**config.mk**
```make
export PLATFORM = sky130hd
export DESIGN_NAME = fis_top
export DESIGN_NICKNAME = d
export VERILOG_FILES = /design/src/common/fis_pkg.sv /design/src/logic/fis_top.sv
export SDC_FILE = /design/constraint.sdc
export NUM_CORES = 1
export LEC_CHECK = 0
export BUFFER_PORTS_ARGS = -buffer_cell sky130_fd_sc_hd__buf_2
export CORE_MARGIN = 2
export CORE_UTILIZATION = 47
export CTS_CLUSTER_DIAMETER = 80
export DETAILED_ROUTE_END_ITERATION = 12
export HOLD_SLACK_MARGIN = 0.12
export PLACE_DENSITY = 0.82
export SLEW_MARGIN = 15
export SYNTH_ARGS = -nofsm -noshare
export SYNTH_HDL_FRONTEND = slang
export SYNTH_SLANG_ARGS = --single-unit
```
**constraint.sdc**
```tcl
create_clock -name MCLK_IN -period 5.8 [get_ports MCLK_IN]
set_input_delay 0.87 -clock MCLK_IN [delete_from_list [all_inputs] [get_ports MCLK_IN]]
set_output_delay 0.87 -clock MCLK_IN [all_outputs]
set_load 0.1 [all_outputs]
```
**src/common/fis_pkg.sv**
```systemverilog
// Constants, types and register map of the flash interrupt status block
package fis_pkg;

    // ------------------------------------------------------------------
    // Register indices (byte address is four times the index)
    // ------------------------------------------------------------------
    localparam int unsigned FIS_ADDR_W          = 18;
    localparam logic [15:0] FIS_IDX_INT_STATUS  = 16'hF241;
    localparam logic [15:0] FIS_IDX_START_BLOCK = 16'hF24C;
    localparam logic [15:0] FIS_IDX_IRQ_CTRL    = 16'hF260;
    localparam logic [15:0] FIS_IDX_EVT_STATUS  = 16'hF261;
    localparam logic [15:0] FIS_IDX_EVT_MASK    = 16'hF262;

    // ------------------------------------------------------------------
    // Field positions
    // ------------------------------------------------------------------
    localparam int unsigned FIS_BIT_MASTER = 15;
    localparam int unsigned FIS_BIT_LOAD   = 7;
    localparam int unsigned FIS_BIT_PROG   = 6;
    localparam int unsigned FIS_BIT_ERASE  = 5;
    localparam int unsigned FIS_BIT_RESET  = 4;
    localparam int unsigned FIS_BIT_POL    = 0;
    localparam int unsigned FIS_EVT_W      = 5;
    localparam int unsigned FIS_SBA_W      = 8;

    // ------------------------------------------------------------------
    // Values after reset and field masks
    // ------------------------------------------------------------------
    localparam logic [15:0] FIS_INT_COLD_RST = 16'h8080;
    localparam logic [15:0] FIS_INT_WARM_RST = 16'h8010;
    localparam logic [15:0] FIS_INT_MASK     = 16'h80F0;
    localparam logic [15:0] FIS_SBA_RST      = 16'h0000;
    localparam logic [15:0] FIS_SBA_MASK     = 16'h00FF;
    localparam logic        FIS_POL_RST      = 1'b1;
    localparam logic [4:0]  FIS_EVT_RST      = 5'h00;

    // ------------------------------------------------------------------
    // Operation command codes
    // ------------------------------------------------------------------
    localparam logic [15:0] FIS_CMD_LOAD      = 16'h0000;
    localparam logic [15:0] FIS_CMD_LOAD_SPR  = 16'h0013;
    localparam logic [15:0] FIS_CMD_PROG      = 16'h0080;
    localparam logic [15:0] FIS_CMD_PROG_SPR  = 16'h001A;
    localparam logic [15:0] FIS_CMD_PROG_CPY  = 16'h001B;
    localparam logic [15:0] FIS_CMD_ERASE     = 16'h0094;
    localparam logic [15:0] FIS_CMD_ERASE_MB  = 16'h0095;
    localparam logic [15:0] FIS_CMD_ERASE_RES = 16'h0030;
    localparam logic [15:0] FIS_CMD_RST_CORE  = 16'h00B0;
    localparam logic [15:0] FIS_CMD_RST_DEV   = 16'h00F0;
    localparam logic [15:0] FIS_CMD_RST_HOT   = 16'h00F3;
    localparam logic [15:0] FIS_CMD_UNLOCK    = 16'h0023;
    localparam logic [15:0] FIS_CMD_LOCK      = 16'h002A;
    localparam logic [15:0] FIS_CMD_LOCKTIGHT = 16'h002C;
    localparam logic [15:0] FIS_CMD_EVR       = 16'h0071;
    localparam logic [15:0] FIS_CMD_OTP       = 16'h0065;
    localparam logic [15:0] FIS_CMD_BUF_LOAD  = 16'h00E0;

    typedef enum logic [2:0] {
        FIS_CLS_NONE,
        FIS_CLS_LOAD,
        FIS_CLS_PROG,
        FIS_CLS_ERASE,
        FIS_CLS_RESET,
        FIS_CLS_AUX
    } fis_class_e;

    // Completion report from the flash controller
    typedef struct packed {
        logic        done;
        logic [15:0] cmd;
    } fis_op_s;

endpackage

```
**src/logic/fis_top.sv**
```systemverilog
// Interrupt status, start block register and Avalon-MM slave of the flash device
//
// Register access over Avalon-MM was left to the implementer.
`timescale 1ns/1ns

module fis_top
    import fis_pkg::*;
(
    // Clock, cold reset and the device's own resets
    input  wire logic                  MCLK_IN,
    input  wire logic                  SYS_RST_IN,
    input  wire logic                  WARM_RST_IN,
    input  wire logic                  HOT_RST_IN,
    // Completion strobes from the flash controller
    input  wire fis_op_s               OP_IN,
    input  wire logic                  BOOT_DONE_IN,
    // Register bus
    input  wire logic [FIS_ADDR_W-1:0] AVS_ADDRESS_IN,
    input  wire logic                  AVS_READ_IN,
    input  wire logic                  AVS_WRITE_IN,
    input  wire logic [3:0]            AVS_BYTEENABLE_IN,
    input  wire logic [31:0]           AVS_WRITEDATA_IN,
    // Outputs, all registered
    output logic      [31:0]           AVS_READDATA_OUT,
    output logic                       AVS_WAITREQUEST_OUT,
    output logic                       IRQ_OUT,
    output logic                       INT_PIN_OUT,
    output logic      [FIS_SBA_W-1:0]  PROTECT_START_BLOCK_OUT
);

    // ------------------------------------------------------------------
    // Helpers
    // ------------------------------------------------------------------
    function automatic fis_class_e op_class(input logic [15:0] cmd);
        unique case (cmd)
            FIS_CMD_LOAD,
            FIS_CMD_LOAD_SPR:  op_class = FIS_CLS_LOAD;
            FIS_CMD_PROG,
            FIS_CMD_PROG_SPR,
            FIS_CMD_PROG_CPY:  op_class = FIS_CLS_PROG;
            FIS_CMD_ERASE,
            FIS_CMD_ERASE_MB,
            FIS_CMD_ERASE_RES: op_class = FIS_CLS_ERASE;
            FIS_CMD_RST_CORE,
            FIS_CMD_RST_DEV,
            FIS_CMD_RST_HOT:   op_class = FIS_CLS_RESET;
            FIS_CMD_UNLOCK,
            FIS_CMD_LOCK,
            FIS_CMD_LOCKTIGHT,
            FIS_CMD_EVR,
            FIS_CMD_OTP,
            FIS_CMD_BUF_LOAD:  op_class = FIS_CLS_AUX;
            // Unknown codes raise nothing, so a stray strobe is harmless
            default:           op_class = FIS_CLS_NONE;
        endcase
    endfunction

    // Byte enables widened to the 16-bit register lanes
    function automatic logic [15:0] lane_mask(input logic [3:0] be);
        lane_mask = {{8{be[1]}}, {8{be[0]}}};
    endfunction

    // ------------------------------------------------------------------
    // State
    // ------------------------------------------------------------------
    logic [15:0]          int_status_r;
    logic [15:0]          int_status_nxt;
    logic [15:0]          start_block_r;
    logic [15:0]          start_block_nxt;
    logic                 pol_r;
    logic                 pol_nxt;
    logic [FIS_EVT_W-1:0] evt_status_r;
    logic [FIS_EVT_W-1:0] evt_status_nxt;
    logic [FIS_EVT_W-1:0] evt_mask_r;
    logic [FIS_EVT_W-1:0] evt_mask_nxt;
    logic                 warm_q_r;
    logic                 wait_r;
    logic [31:0]          rdata_r;
    logic                 wait_nxt;
    logic [31:0]          rdata_nxt;
    logic                 irq_r;
    logic                 pin_r;

    // ------------------------------------------------------------------
    // Bus decode
    // ------------------------------------------------------------------
    logic [15:0]          idx;
    logic                 req;
    logic                 wr_acc;
    logic [15:0]          wmask;
    logic [15:0]          wdata;
    logic                 wr_int;
    logic                 wr_sba;
    logic                 wr_ctrl;
    logic                 wr_evt;
    logic                 wr_mask;
    logic                 dev_rst;
    logic                 wr_ctrl_lo;
    logic                 wr_evt_lo;
    logic                 wr_mask_lo;

    assign idx     = AVS_ADDRESS_IN[FIS_ADDR_W-1:2];
    assign req     = AVS_READ_IN | AVS_WRITE_IN;
    // Write lands on the edge where waitrequest is seen low
    assign wr_acc  = AVS_WRITE_IN & ~wait_r;
    assign wmask   = lane_mask(AVS_BYTEENABLE_IN);
    assign wdata   = AVS_WRITEDATA_IN[15:0];
    assign wr_int  = wr_acc && (idx == FIS_IDX_INT_STATUS);
    assign wr_sba  = wr_acc && (idx == FIS_IDX_START_BLOCK);
    assign wr_ctrl = wr_acc && (idx == FIS_IDX_IRQ_CTRL);
    assign wr_evt  = wr_acc && (idx == FIS_IDX_EVT_STATUS);
    assign wr_mask = wr_acc && (idx == FIS_IDX_EVT_MASK);
    assign dev_rst = WARM_RST_IN | HOT_RST_IN;
    // Registers narrower than a byte (control, event status, event mask) live in lane 0 only
    assign wr_ctrl_lo = wr_ctrl && AVS_BYTEENABLE_IN[0];
    assign wr_evt_lo  = wr_evt && AVS_BYTEENABLE_IN[0];
    assign wr_mask_lo = wr_mask && AVS_BYTEENABLE_IN[0];

    // ------------------------------------------------------------------
    // Completion events
    // ------------------------------------------------------------------
    fis_class_e           cls;
    logic                 warm_release;
    logic [FIS_EVT_W-1:0] evt_set;

    assign cls          = OP_IN.done ? op_class(OP_IN.cmd) : FIS_CLS_NONE;
    assign warm_release = warm_q_r & ~WARM_RST_IN;
    assign evt_set[0]   = (cls == FIS_CLS_LOAD) | BOOT_DONE_IN;
    assign evt_set[1]   = (cls == FIS_CLS_PROG);
    assign evt_set[2]   = (cls == FIS_CLS_ERASE);
    assign evt_set[3]   = (cls == FIS_CLS_RESET) | warm_release;
    assign evt_set[4]   = (cls == FIS_CLS_AUX);

    // ------------------------------------------------------------------
    // Flag placement in the status word
    // ------------------------------------------------------------------
    logic [15:0]          flag_set;

    // Each completion flag except auxiliary has its own bit; every event also raises master
    for (genvar g = 0; g < 16; g++) begin : g_flag
        if (g == FIS_BIT_MASTER) begin : g_master
            assign flag_set[g] = |evt_set;
        end else if (g == FIS_BIT_LOAD) begin : g_load
            assign flag_set[g] = evt_set[0];
        end else if (g == FIS_BIT_PROG) begin : g_prog
            assign flag_set[g] = evt_set[1];
        end else if (g == FIS_BIT_ERASE) begin : g_erase
            assign flag_set[g] = evt_set[2];
        end else if (g == FIS_BIT_RESET) begin : g_reset
            assign flag_set[g] = evt_set[3];
        end else begin : g_rsvd
            // Reserved bits never set, so they keep reading zero
            assign flag_set[g] = 1'b0;
        end
    end

    // ------------------------------------------------------------------
    // Next values
    // ------------------------------------------------------------------
    always_comb begin
        logic [15:0] clr;
        clr = wr_int ? (wmask & ~wdata) : 16'h0000;
        int_status_nxt = int_status_r & ~clr;
        // Set beats clear so a completion in the clearing cycle survives
        int_status_nxt = int_status_nxt | flag_set;
        // Device resets reload 8010h, so reset_done is never cleared by them
        int_status_nxt = int_status_nxt & FIS_INT_MASK;
        if (dev_rst) begin
            int_status_nxt = FIS_INT_WARM_RST;
        end
    end

    always_comb begin
        logic [15:0] merged;
        merged = (start_block_r & ~wmask) | (wdata & wmask);
        start_block_nxt = start_block_r;
        if (dev_rst) begin
            start_block_nxt = FIS_SBA_RST;
        end else if (wr_sba) begin
            start_block_nxt = merged & FIS_SBA_MASK;
        end
    end

    always_comb begin
        pol_nxt = pol_r;
        if (wr_ctrl_lo) begin
            pol_nxt = wdata[FIS_BIT_POL];
        end
    end

    always_comb begin
        logic [FIS_EVT_W-1:0] w1c;
        w1c = wr_evt_lo ? wdata[FIS_EVT_W-1:0] : FIS_EVT_RST;
        // Set wins over a same-cycle write of one
        evt_status_nxt = (evt_status_r & ~w1c) | evt_set;
    end

    always_comb begin
        evt_mask_nxt = evt_mask_r;
        if (wr_mask_lo) begin
            evt_mask_nxt = wdata[FIS_EVT_W-1:0];
        end
    end

    // ------------------------------------------------------------------
    // Registers
    // ------------------------------------------------------------------
    // Cold reset only; warm and hot act through the next values
    always_ff @(posedge MCLK_IN) begin
        if (SYS_RST_IN) begin
            int_status_r <= FIS_INT_COLD_RST;
        end else begin
            int_status_r <= int_status_nxt;
        end
    end

    always_ff @(posedge MCLK_IN) begin
        if (SYS_RST_IN) begin
            start_block_r <= FIS_SBA_RST;
        end else begin
            start_block_r <= start_block_nxt;
        end
    end

    always_ff @(posedge MCLK_IN) begin
        if (SYS_RST_IN) begin
            pol_r <= FIS_POL_RST;
        end else begin
            pol_r <= pol_nxt;
        end
    end

    always_ff @(posedge MCLK_IN) begin
        if (SYS_RST_IN) begin
            evt_status_r <= FIS_EVT_RST;
        end else begin
            evt_status_r <= evt_status_nxt;
        end
    end

    always_ff @(posedge MCLK_IN) begin
        if (SYS_RST_IN) begin
            evt_mask_r <= FIS_EVT_RST;
        end else begin
            evt_mask_r <= evt_mask_nxt;
        end
    end

    // ------------------------------------------------------------------
    // Warm reset release
    // ------------------------------------------------------------------
    // Release is seen one edge late, once the forced value has ended
    always_ff @(posedge MCLK_IN) begin
        if (SYS_RST_IN) begin
            warm_q_r <= 1'b0;
        end else begin
            warm_q_r <= WARM_RST_IN;
        end
    end

    // ------------------------------------------------------------------
    // Outputs, registered from next values so they track without lag
    // ------------------------------------------------------------------
    always_ff @(posedge MCLK_IN) begin
        if (SYS_RST_IN) begin
            irq_r <= 1'b0;
        end else begin
            irq_r <= |(evt_status_nxt & evt_mask_nxt);
        end
    end

    // Pin leaves the chip, so it comes straight from a flop
    always_ff @(posedge MCLK_IN) begin
        if (SYS_RST_IN) begin
            pin_r <= FIS_POL_RST ? FIS_INT_COLD_RST[FIS_BIT_MASTER]
                                 : ~FIS_INT_COLD_RST[FIS_BIT_MASTER];
        end else begin
            pin_r <= pol_nxt ? int_status_nxt[FIS_BIT_MASTER]
                             : ~int_status_nxt[FIS_BIT_MASTER];
        end
    end

    // ------------------------------------------------------------------
    // Avalon slave: one wait cycle, read data valid with waitrequest low
    // ------------------------------------------------------------------
    function automatic logic [15:0] reg_read(input logic [15:0] a);
        unique case (a)
            FIS_IDX_INT_STATUS:  reg_read = int_status_r & FIS_INT_MASK;
            FIS_IDX_START_BLOCK: reg_read = start_block_r & FIS_SBA_MASK;
            FIS_IDX_IRQ_CTRL:    reg_read = {15'h0000, pol_r};
            FIS_IDX_EVT_STATUS:  reg_read = {11'h000, evt_status_r};
            FIS_IDX_EVT_MASK:    reg_read = {11'h000, evt_mask_r};
            default:             reg_read = 16'h0000;
        endcase
    endfunction

    // One wait cycle per access gives the read mux a full period
    always_comb begin
        wait_nxt  = 1'b1;
        rdata_nxt = rdata_r;
        if (req && wait_r) begin
            wait_nxt  = 1'b0;
            rdata_nxt = AVS_READ_IN ? {16'h0000, reg_read(idx)} : 32'h0000_0000;
        end
    end

    always_ff @(posedge MCLK_IN) begin
        if (SYS_RST_IN) begin
            wait_r <= 1'b1;
        end else begin
            wait_r <= wait_nxt;
        end
    end

    always_ff @(posedge MCLK_IN) begin
        if (SYS_RST_IN) begin
            rdata_r <= 32'h0000_0000;
        end else begin
            rdata_r <= rdata_nxt;
        end
    end

    // Every output below is a plain flop
    assign AVS_READDATA_OUT        = rdata_r;
    assign AVS_WAITREQUEST_OUT     = wait_r;
    assign IRQ_OUT                 = irq_r;
    assign INT_PIN_OUT             = pin_r;
    assign PROTECT_START_BLOCK_OUT = start_block_r[FIS_SBA_W-1:0];

endmodule

```
==> results of run 1 <==
[cells by family after synthesis]
logic type	after synthesis
AO/OA/AOI/OAI	52
XOR/XNOR	1
buffers and inverters	37
flip-flops	37
multiplexers	9
other	1
AND/OR/NAND/NOR	117
[path summary, 6_finish.rpt]
path / depth (start not counted) / slack, ps / to / from
max: 8 / 3150 / IRQ_OUT / AVS_ADDRESS_IN[3]
min: 2 / 460 / AVS_READDATA_OUT[15] / AVS_READDATA_OUT[15]
max reg2reg: 6 / 3790 / IRQ_OUT / AVS_WAITREQUEST_OUT
min reg2reg: 2 / 460 / AVS_READDATA_OUT[15] / AVS_READDATA_OUT[15]
[final cells by class]
cell class / instances / share of cell area, %
sequential: 37 / 29.94
tap: 52 / 2.630
clock inverter: 2 / 0.4047
inverter: 3 / 0.4552
timing repair buffer: 71 / 14.47
multi-input combinational: 202 / 49.17
clock buffer: 6 / 2.934
[stage by stage]
stage	setup slack [ps]	hold slack, ps	instance area [um^2]	utilization [%]	std cells
finish	3151	456.3	2474	56.81	373
global route	3037	489.7	2474	56.81	373
CTS	3167	456.7	2474	56.81	373
detailed placement	2875	446.9	2391	54.91	365
global placement	2911	443.3	2391	54.91	365
floorplan	3232	451.7	2200	-	276
[metal layers]
| layer | vias to the layer above | track usage [%] | wire (um) |
|---|---|---|---|
| li1 | 1015 | - | - |
| met1 | 966 | 24.54 | 2041 |
| met2 | 99 | 35.10 | 2579 |
| met4 | 0 | 7.547 | 82 |
| met3 | 9 | 5.271 | 376 |
| met5 | - | 0 | 0 |
[power by group through the flow]
stage                     clock, mW  sequential, mW  combinational [mW]
final                         0.170           0.259               0.119
after global routing          0.184           0.259               0.125
after CTS                     0.173           0.259               0.118
after detailed placement          0           0.265               0.118
after global placement            0           0.264               0.117
after floorplan                   0           0.268              0.0989
[worst reg2reg max path, delay by kind of cell, from the launching register on]
family           cells  cell delay, ps
multiplexers         1             210
AO/OA/AOI/OAI        1             350
AND/OR/NAND/NOR      4             960
flip-flops           1             350
[cells in the final DEF (no fill, tap or decap), drive strengths merged, types with 3 or more instances in the layout]
cell type	instances
inv	3
conb	23
a222oi	6
nor4b	5
or2	5
a22oi	4
a22o	3
clkbuf	6
mux2	3
nand2b	3
a21oi	19
nand3	15
and4	4
dfxtp	37
mux2i	6
o21ai	7
a21o	4
nor3b	3
nand3b	3
nor2	27
nand2	21
nor2b	4
nand4	5
nor4	5
and2	5
buf	71
==> metrics.cfg, run 1 <==
[placed_design]
gp_congestion = 0.8470
dp_hpwl_um = 3965
io_buffers = 70

[critical_path]
cp_slowest_cell = nor4b_2
timing.critical_path.buf_inv = 1
crit_arrival_ps = 2810
worstPathRequired_ps = 5960
critical_path.cell_chain = buf_2, nor4b_2, and4_1, and2_1, nand3_2, a221o_1, a222oi_1, nand3_1
start_kind = input port
worstSetupPathType = in -> reg
end_kind = flip-flop
path_max_fanout = 7
max_stage_delay_ps = 360
critPathTopFamily = simple AND/OR/NAND/NOR gates

[synthesis]
synth_edf_count = 0
synth_top_family_by_area = simple AND/OR/NAND/NOR gates
synth_area_leader_cell = dfxtp_1
ys_seq_elements = 37
yosys.cell_count.top_type = dfxtp_1
synthMuxAreaShare_pct = 4.433
synth_simple_gate_area_share_pct = 31.80
synthAdderAreaFrac_pct = 0
netlist_area_um2 = 2117
ys_types = 52
async_flop_share_pct = 0
avgSynthCellArea_um2 = 8.335
synth-warning-count = 0
synth.area.top_cells = dfxtp_1 35%, buf_4 8.2%, nor2_1 4.8%
synth_common_cells = 37 x dfxtp_1, 27 x nor2_1, 23 x buf_4
synthFlopType = dfxtp_1
syn_inst = 254
synth_compound_area_share_pct = 16.73
synth_xor_area_share_pct = 0.4137
yosysTopAreaCellShare_pct = 34.99
yosysSeqAreaShare_pct = 34.99

[timing]
setup_violations = 0
fin_crit_sh_pct = 45.68
final_max_slew_viol_count = 0
fin_crit_ps = 2649
setup_tns_ps = 0
fin_skew_ps = 6.974
finalHoldViolCount = 0
rsz0062_at_grt = false
fmax_mhz = 377.4
worst_pin_slew_ps = 604.0
relSlewSlack_pct = 59.46

[power_and_ir_drop]
total_power_mw = 0.5476
leakagePower_nw = 1.078
swShare_pct = 33.73
clkPwrFrac_pct = 31.1
sequentialPowerShare_pct = 47.2
power_density_nw_per_um2 = 221.4
pwr-share-comb_pct = 21.6
p_int_mw = 0.3629
p_sw_mw = 0.1847
vdd_ir_drop_max_uv = 139.3

[finish]
register_area_um2 = 740.7
final_layout_size_suffix_gt1_share_pct = 28.35
diodes = 0
area_growth_pct = 16.84
fill_cells = 417
finalNetCount = 398
multi_input_area_um2 = 1216

[grt]
antenna_found_initial = 0
grt_max_degree = 29
grt_first_pass_wirelength_um = 8362
grt_pass1_vias = 1900
grt_overflow = 0
grt.total_usage_pct = 20.42

[die]
row_count = 24
die_w_um = 71.12
coreArea_um2 = 4354
initial_core_util_pct = 48.62
io_pins = 121
dieHeight_um = 71.12
die-area_um2 = 5057

[drt]
drc_errors = 0
drt_wl_total_um = 5080
drtIter0Drc = 148
ant_nets = 0
vias = 2089
vias_per_cell = 5.601
dr.pass1.iters = 4
drt-wirelength-per-cell_um = 13.62

[clock_network]
cts_hold_buf = 0
clk_pin_slew_ps = 70
cts.sinks = 37
clockBufferDepth = 2
htreeDepth = 2
cts_buffers = 5
insertion_delay_ps = 290
cts_setup_buffers = 0
cts_tree = built
cts-root-buf = clkbuf_8
cts-resized-gates = 0

[worst_hold_path]
hp-class = reg -> reg

[run_status]
status = completed

[run]
maxCapViolations = 0

No activity file was read; power rests on OpenSTA's default activity.
==> run 2: changes to the inputs <==
CORE_UTILIZATION = 44   (was 47)
PLACE_DENSITY = 0.77   (was 0.82)
clock period = 2.8 ns   (was 5.8 ns; I/O delays follow)
==> metrics.cfg, run 2 (synthesized netlist as in run 1, its figures left out) <==
[finish]
area_growth_pct = 18.56
layout_common_cells = 70 x buf_2, 37 x dfxtp_1, 27 x nor2_1, 23 x conb_1, 21 x nand2_1
final_common_cell = buf_2
finalNetCount = 398  ; unchanged
diodes = 0  ; unchanged
final_layout_size_suffix_gt1_share_pct = 28.35  ; unchanged
fill_cells = 461  ; +11%

[grt]
grt_first_pass_wirelength_um = 7872  ; -5.9%
grt_pass1_vias = 1740  ; -8.4%
antenna_found_initial = 0  ; unchanged
grt_max_degree = 29  ; unchanged
grt_overflow = 0  ; unchanged
grt.total_usage_pct = 19.03  ; -1.4 points

[die]
initial_core_util_pct = 45.12  ; -3.5 points
coreArea_um2 = 4692  ; +7.8%
io_pins = 121  ; unchanged
die-area_um2 = 5382  ; +6.4%
row_count = 25  ; +4.2%
dieHeight_um = 73.37  ; +3.2%
die_w_um = 73.37  ; +3.2%

[power_and_ir_drop]
clkPwrFrac_pct = 38.1  ; +7.0 points
power_density_nw_per_um2 = 502.7  ; +130%
total_power_mw = 1.262  ; +130%
leakagePower_nw = 1.092  ; +1.3%
p_sw_mw = 0.3922  ; +110%
swShare_pct = 31.09  ; -2.6 points
p_int_mw = 0.8695  ; +140%
sequentialPowerShare_pct = 42.5  ; -4.7 points
pwr-share-comb_pct = 19.5  ; -2.1 points
vdd_ir_drop_max_uv = 248.2  ; +78%

[clock_network]
cts_tree = built
cts_buffers = 5  ; unchanged
insertion_delay_ps = 300  ; about the same
htreeDepth = 2  ; unchanged
clk_pin_slew_ps = 70  ; about the same
cts_setup_buffers = 0  ; unchanged
cts-resized-gates = 0  ; unchanged
cts_hold_buf = 0  ; unchanged
cts.sinks = 37  ; unchanged
clockBufferDepth = 2  ; unchanged
cts-root-buf = clkbuf_8

[critical_path]
rrSetupSlack_ps = 810  ; -2980 ps
start_kind = input port
path_max_fanout = 7  ; unchanged
cp-startpoint = AVS_ADDRESS_IN[3]
crit_arrival_ps = 2330  ; -480 ps
worstPathRequired_ps = 2980  ; -2980 ps
regToRegStartpoint = AVS_WAITREQUEST_OUT
end_kind = flip-flop
worstSetupPathType = in -> reg

[drt]
drt-wirelength-per-cell_um = 13.32  ; -2.2%
drt_wl_total_um = 4994  ; -1.7%
drc_errors = 0  ; unchanged
dr.pass1.iters = 5  ; +1
vias_per_cell = 5.443  ; -2.8%
vias = 2041  ; -2.3%
ant_nets = 0  ; unchanged
drtIter0Drc = 199  ; +34%

[timing]
fin_crit_sh_pct = 76.91
setup_ws_ps = 646.5  ; -2504 ps
relSlewSlack_pct = 59.21  ; -0.25 points
setup_violations = 0  ; unchanged
fmax_mhz = 464.4
finalHoldViolCount = 0  ; unchanged
rsz0062_at_grt = false
setup_tns_ps = 0  ; unchanged
final_max_slew_viol_count = 0  ; unchanged
worst_pin_slew_ps = 607.7  ; +3.739 ps
fin_crit_ps = 2153
fin_skew_ps = 2.282  ; -4.692 ps

[run_status]
status = completed

[placed_design]
gp_congestion = 0.8386  ; -0.99%
place_ws_ps = 354.0  ; -2521 ps
dp_hpwl_um = 3893  ; -1.8%
io_buffers = 70  ; unchanged

[worst_hold_path]
hp-start = AVS_WRITEDATA_IN[6]
hp-class = in -> reg

[run]
maxCapViolations = 0  ; unchanged

-- run 2: cell count changes in the layout (fill, tap and decap cells not counted), sizes merged --
| cell | delta |
|---|---|
| clkbuf | +1 |
| clkinv | -2 |
| bufinv | +1 |
-- run 2: path summary, 6_finish.rpt --
path,endpoint,cells past startpoint
worst max-delay path,IRQ_OUT,8
worst min-delay path,flip-flop,3
worst max register to register,IRQ_OUT,6
worst min register to register,AVS_READDATA_OUT[15],2
-- run 2: cell type report --
type | instances | area [um^2] | share of cell area (%)
Clock inverter | 1 | 30.03 | 1.196
Inverter | 3 | 11.26 | 0.4487
Timing Repair Buffer | 71 | 357.8 | 14.26
Clock buffer | 7 | 86.33 | 3.440
Sequential cell | 37 | 740.7 | 29.51
Multi-Input combinational cell | 202 | 1216 | 48.45
Tap cell | 54 | 67.56 | 2.692
-- run 2: through the flow --
step | area, um^2 | std cells | util (%) | hold slack [ps]
after CTS | 2510 | 375 | 53.49 | 369.9
after floorplan | 2200 | 276 | - | 451.7
final | 2510 | 375 | 53.49 | 374.3
after global routing | 2510 | 375 | 53.49 | 380.4
after global placement | 2394 | 367 | 51.01 | 443.8
after detailed placement | 2394 | 367 | 51.01 | 448.4
-- run 2: worst max-delay path: stages --
cell and delay, ps:
buf_2 140, nor4b_2 350, and4_1 290, and2_1 310, nand3_2 110, a221o_1 320
a222oi_1 280, nand3_1 120
-- run 2: metal layers --
layer	track usage [%]	wire [um]
met1	23.25	2111
met2	32.53	2462
met3	3.429	331
met4	8.485	89
met5	0	0
-- run 2: power groups by stage --
stage          logic (mW)  registers [mW]  clock network (mW)
2_1_floorplan       0.205           0.555                   0
3_3_place_gp        0.242           0.548                   0
3_5_place_dp        0.244           0.548                   0
4_1_cts             0.245           0.536               0.486
5_1_grt             0.259           0.536               0.504
6_report            0.245           0.536               0.480
